File: src/logic/hsrt_pkg.sv
/*
 * hsrt_pkg: constants and carrier types for the high-speed repeater test-mode
 * forwarding block.
 * assumes: a 125 MHz core clock; port-side phy logic decodes line states and
 * delivers high-speed packets as bytes on that same clock.
 */
package hsrt_pkg;

    localparam int unsigned HSRT_CLK_MHZ = 125;
    // single-ended zero must persist this long before falling back
    localparam int unsigned HSRT_SE0_TIME_US = 3000;
    localparam int unsigned HSRT_SE0_CYCLES = HSRT_SE0_TIME_US * HSRT_CLK_MHZ;
    localparam int HSRT_SE0_CNT_W = 20;
    localparam int HSRT_DATA_W = 8;

    localparam logic HSRT_DIR_IN2OUT = 1'h0;
    localparam logic HSRT_DIR_OUT2IN = 1'h1;

    typedef enum logic [2:0]
    {
        HSRT_PASS = 3'h1,
        HSRT_HS = 3'h2,
        HSRT_FORCE = 3'h4
    } hsrt_mode_t;

    // one high-speed packet byte
    typedef struct packed
    {
        logic valid;
        logic last;
        logic [HSRT_DATA_W-1:0] data;
    } hsrt_pkt_t;

    // decoded line condition of one port
    typedef struct packed
    {
        logic se0;
        logic test_j;
        logic test_k;
    } hsrt_line_t;

    // continuous forced level on one port
    typedef struct packed
    {
        logic force_j;
        logic force_k;
    } hsrt_drive_t;

    typedef struct packed
    {
        hsrt_mode_t mode;
        logic en_meta;
        logic en_sync;
        logic busy;
        logic dir;
        logic [HSRT_SE0_CNT_W-1:0] se0_cnt;
        hsrt_pkt_t inner_tx;
        hsrt_pkt_t outer_tx;
        hsrt_drive_t drv_inner;
        hsrt_drive_t drv_outer;
        logic hs_ind;
        logic switch_on;
        logic sync_on;
    } hsrt_state_t;

    localparam hsrt_state_t HSRT_STATE_RST = '{mode: HSRT_PASS, switch_on: 1'h1, default: '0};

endpackage

File: src/logic/hsrt_repeater.sv
/*
 * hsrt_repeater: mode control, packet retiming and forced J/K output of a
 * two-port high-speed repeater (inner port toward the host, outer_port away).
 * assumes: rx packets, line states and bus condition flags come from phy logic
 * on clk; enable is a board pin and is synchronised here; the analog switch
 * and line drivers obey switch_on, sync_on and the drive outputs.
 */
// Operation
// - in high-speed, retime each packet and resend it on the opposite port, both ways.
// - test J or K seen on one port forces that level continuously on the other.
// - forced level holds until enable or chip reset goes to zero.
// - status output is high exactly while in high-speed state with synchroniser on.
// - enter high-speed on completed connection; leave on suspend or full/low speed.
// - forwarding latency kept minimal because of the 192 bit-time response limit.
// - no host, device or hub function and no identifier registers; forwarding only.
// - single-ended zero for 3 ms in high-speed stops synchroniser, closes switch, falls back.
`timescale 1ns/1ps
`default_nettype none

module hsrt_repeater
    import hsrt_pkg::*;
#(
    parameter logic [HSRT_SE0_CNT_W-1:0] SE0_CYCLES_P = HSRT_SE0_CNT_W'(HSRT_SE0_CYCLES)
)
(
    input wire logic clk,
    input wire logic nrst,
    input wire logic enable,
    input wire logic hs_connected,
    input wire logic bus_suspend,
    input wire logic bus_fsls,
    input wire hsrt_pkt_t inner_rx,
    input wire hsrt_pkt_t outer_rx,
    input wire hsrt_line_t inner_line,
    input wire hsrt_line_t outer_line,
    output hsrt_pkt_t inner_tx,
    output hsrt_pkt_t outer_tx,
    output hsrt_drive_t inner_drive,
    output hsrt_drive_t outer_drive,
    output logic switch_on,
    output logic sync_on,
    output logic hs_state_indicator
);

    hsrt_state_t q;
    hsrt_state_t d;
    logic take_in;
    logic take_out;
    logic idle_se0;

    // a packet already in flight keeps its direction; inner wins a tie
    assign take_in = inner_rx.valid && !(q.busy && q.dir == HSRT_DIR_OUT2IN);
    assign take_out = outer_rx.valid && !take_in && !(q.busy && q.dir == HSRT_DIR_IN2OUT);
    assign idle_se0 = (inner_line.se0 || outer_line.se0) && !inner_rx.valid && !outer_rx.valid;

    always_comb
    begin
        d = q;
        d.en_meta = enable;
        d.en_sync = q.en_meta;
        // tx bytes last one cycle; nothing is forwarded outside high-speed
        d.inner_tx = '0;
        d.outer_tx = '0;
        case (q.mode)
            HSRT_PASS:
            begin
                d.busy = 1'h0;
                d.se0_cnt = '0;
                // a flagged suspend or full/low speed keeps it out, else the states would alternate
                if (q.en_sync && hs_connected && !bus_suspend && !bus_fsls)
                begin
                    d.mode = HSRT_HS;
                end
            end
            HSRT_HS:
            begin
                // single register stage each way: the least a retimer can add
                if (take_in)
                begin
                    d.outer_tx = inner_rx;
                    d.busy = !inner_rx.last;
                    d.dir = HSRT_DIR_IN2OUT;
                end
                else if (take_out)
                begin
                    d.inner_tx = outer_rx;
                    d.busy = !outer_rx.last;
                    d.dir = HSRT_DIR_OUT2IN;
                end
                if (idle_se0)
                begin
                    d.se0_cnt = q.se0_cnt + 1'h1;
                end
                else
                begin
                    d.se0_cnt = '0;
                end
                // exits first, then se0 timeout, then test J/K with the inner port first
                if (!q.en_sync || bus_suspend || bus_fsls)
                begin
                    d.mode = HSRT_PASS;
                end
                else if (idle_se0 && q.se0_cnt == SE0_CYCLES_P - 1'h1)
                begin
                    d.mode = HSRT_PASS;
                end
                else if (inner_line.test_j || inner_line.test_k)
                begin
                    d.mode = HSRT_FORCE;
                    d.drv_outer.force_j = inner_line.test_j;
                    d.drv_outer.force_k = !inner_line.test_j;
                end
                else if (outer_line.test_j || outer_line.test_k)
                begin
                    d.mode = HSRT_FORCE;
                    d.drv_inner.force_j = outer_line.test_j;
                    d.drv_inner.force_k = !outer_line.test_j;
                end
            end
            HSRT_FORCE:
            begin
                // only enable low (or reset) ends it; bus activity is ignored
                if (!q.en_sync)
                begin
                    d.mode = HSRT_PASS;
                end
            end
            default:
            begin
                d = HSRT_STATE_RST;
            end
        endcase
        if (d.mode != HSRT_FORCE)
        begin
            d.drv_inner = '0;
            d.drv_outer = '0;
        end
        if (d.mode != HSRT_HS)
        begin
            d.busy = 1'h0;
        end
        d.hs_ind = (d.mode == HSRT_HS);
        d.switch_on = (d.mode == HSRT_PASS);
        d.sync_on = (d.mode != HSRT_PASS);
    end

    always_ff @(posedge clk or negedge nrst)
    begin
        if (!nrst)
        begin
            q <= HSRT_STATE_RST;
        end
        else
        begin
            q <= d;
        end
    end

    // pure forwarder: no descriptor or identifier storage exists here
    assign inner_tx = q.inner_tx;
    assign outer_tx = q.outer_tx;
    assign inner_drive = q.drv_inner;
    assign outer_drive = q.drv_outer;
    assign switch_on = q.switch_on;
    assign sync_on = q.sync_on;
    assign hs_state_indicator = q.hs_ind;
endmodule

`default_nettype wire

File: config.mk
export PLATFORM = sky130hd
export DESIGN_NAME = hsrt_repeater
export DESIGN_NICKNAME = d
export VERILOG_FILES = /design/src/logic/hsrt_pkg.sv /design/src/logic/hsrt_repeater.sv
export SDC_FILE = /design/constraint.sdc
export NUM_CORES = 1
export LEC_CHECK = 0
export ABC_CLOCK_PERIOD_IN_PS = 2870
export BUFFER_PORTS_ARGS = -buffer_cell sky130_fd_sc_hd__buf_2
export CORE_MARGIN = 2
export CORE_UTILIZATION = 54
export DETAILED_ROUTE_END_ITERATION = 10
export PLACE_DENSITY_LB_ADDON = 0.1
export SYNTH_ARGS = -nofsm -noshare
export SYNTH_HDL_FRONTEND = slang
export SYNTH_SLANG_ARGS = --single-unit
export TNS_END_PERCENT = 1
File: constraint.sdc
create_clock -name clk -period 2.87 [get_ports clk]
set_input_delay 0.1435 -clock clk [delete_from_list [all_inputs] [get_ports clk]]
set_output_delay 0.1435 -clock clk [all_outputs]
set_load 0.01 [all_outputs]
==> run metrics <==
Setup-failing EPs final 0; CP startpoint q[32]; Tot Pwr 0.00126 W; Fmax 441 MHz; Layout Skew 0.00575 ns; Hold Slack 0.0300 ns; post-route core utilization 62.6%; number of flops mapped to enable cells by yosys 0; nets@finish 345; Clock transition at path regs 0.10 ns; share of the synthesized area in the top cell type 48.9%; clock tree buffer depth 2; final wirelength 5170 um; Worst R2R Start q[32]; Yosys top cell by area dfrtp_1; vias 2,029; Post-synth top cells 52 x dfrtp_1, 24 x buf_4, 23 x o21ai_0; die area 5510 sq um; CP Launch Type flip-flop; die height 74.2 um; vias per inst 5.34; RD Place Congestion 0.858; antenna cells 0; Multi-input gate area 1070 sq um; power density cells 426 nW/um^2; DRC viols 0; ys async rst share 100%; top-count cell post-synth dfrtp_1; sequential area share after synthesis 50.9%; Syn Inst Count 274; Synth Area in Compound Gates 13.2%; Final Max Slew Viols 0; largest net degree at the start of global routing 32; Overflow after GRT 0; CTS buffer count 5; layout filler cell count 393; Slew headroom 37.0%; Ys Warns 0; post-DP HPWL 3630 um; required time of the worst setup path 3.05 ns; Worst-Margin Slew 0.943 ns; simple-gate share of the synthesized area 25.1%; CTS tree built; initial antenna violation count 0; post-route ant nets 0; status complete, no violations; number of setup buffers added after CTS 0; worst-skew pair later-pin latency 0.31 ns; unrepaired setup endpoints after global routing no; 1st-iter DRT viols 93; port bufs 58; First-pass DRT Iterations 4; Final Instance Area 2960 sq um; Rows 25; DP Area 2860 sq um; critical path arrival 2.45 ns; layout cells sized above 1 24.9%; HP Class primary input to flip-flop; multiplexer share of the synthesized area 0.376%; flops & latches, synth 54; Sequential Area 1350 sq um; Setup crit end kind flip-flop; Hold Vio Cnt, Final 0; Switching Share 23.3%; Layout area overhead 11.2%; number of global-route vias before repair 1,980; Mapped Nets 307; Main synth FF type dfrtp_1; max-cap viol count 0; Peak VDD IR 305 uV; number of clock sinks 54; fin crit share 79.0%; core region area 4720 sq um; largest family of logic cells by synthesized area simple AND/OR/NAND/NOR gates; Switching Power 0.000293 W; min-delay src outer_rx[1]; Synth area leaders dfrtp_1 49%, buf_4 6.8%, o21ai_0 4.3%; IO Pins 59; sequential share of power 61.0%; Yosys cell types 49; post-synthesis adder-cell area fraction 0.470%; die width 74.2 um; Post-Synth XOR/XNOR Area 0.987%; CP Max Fanout 7; first-pass GRT wire length 9090 um; fin crit period 2.27 ns; H-Tree Depth 2; leak pwr 1.41 nW; Clock power frac 33.5%; Resized Gates After CTS 0; Tot GR Track Use 21.3%; Initial Util 56.3%; syn avg cell area 9.71 sq um; part of the power in combinational logic 5.5%; Cell Int Power 0.000966 W; root buffer cell clkbuf_8; setup TNS 0 ns; area of the mapped netlist 2660 sq um; crit path kind flip-flop to flip-flop; WL/cell 13.6 um
worst paths after layout:
check                                  to  slack, ns  cells after the start
min                           inner_tx[1]       0.03                      2
max                        inner_drive[1]       0.60                      5
max in group asynchronous       switch_on       1.72                      3
min reg2reg                         q[49]       0.50                      1
max reg2reg                inner_drive[1]       0.60                      5
min in group asynchronous           q[27]       0.33                      2
metrics by stage:
stage	worst slack (ns)	std cells
2_1_floorplan	0.738	274
3_3_place_gp	0.669	371
3_5_place_dp	0.638	371
4_1_cts	0.622	380
5_1_grt	0.384	380
6_report	0.604	380
registers in the layout, indices dropped and copies added (netlist names):
register	count
hs_state_indicator	1
inner_drive	2
inner_tx	10
outer_drive	2
outer_tx	10
q	27
switch_on	1
sync_on	1
worst max-delay path, cell delays in order, from the launching register on:
cell	delay [ns]
dfrtp_1	0.41
or4b_1	0.55
nor4_1	0.34
a31oi_1	0.30
a31oi_1	0.45
a21oi_1	0.08
power by group through the flow:
stage               Sequential [W]  Clock (W)  Combinational, W
finish                    0.000769   0.000422         0.0000688
CTS                       0.000769   0.000434         0.0000703
detailed placement        0.000783          0         0.0000690
global route              0.000769   0.000460         0.0000791
global placement          0.000783          0         0.0000685
floorplan                 0.000784          0         0.0000224
final cells by class:
type	count	share of cell area, %
Sequential cell	54	45.8
Clock buffer	5	2.33
Timing Repair Buffer	65	11.7
Tap cell	67	2.83
Inverter	4	0.507
Clock inverter	3	0.719
Multi-Input combinational cell	182	36.2
layer usage:
layer  vias up  track usage, %  wire length, um
met5         -               0                0
met4         0            8.08               67
met3         7            5.28              335
met2        60            31.0             2270
met1       930            30.8             2500
li1       1032               -                -
placed cells by master, fill, tap and decap left out, types with 2 or more instances in the layout:
cell	count
nor2_1	16
xor2_1	2
o21ai_0	23
nor2b_1	2
nor3b_1	3
nor3_1	4
dfstp_2	2
buf_2	58
dfrtp_1	52
a21oi_1	10
or4_1	2
nand3b_1	4
and3_1	10
clkbuf_8	5
o22ai_1	4
nand4b_1	3
and2_1	14
o21a_1	2
nand2b_1	2
o31ai_1	2
a21boi_0	2
nand3_1	14
inv_1	4
o21ai_1	5
nand2_1	20
buf_4	6
a31oi_1	5
nor4_1	6
nand4_1	7
repair_timing:
item / in CTS / in global routing
hold buffers: 1 / 0
setup endpoints to repair: 0 / 0
hold endpoints to repair: 23 / 0
kinds of logic after synthesis:
kind of cell,count (synthesis)
compound gates,60
xor+xnor,3
fa+ha+maj,1
buf+inv,38
flops,54
mux,1
simple gates,117
No activity file was read; power rests on OpenSTA's default activity.
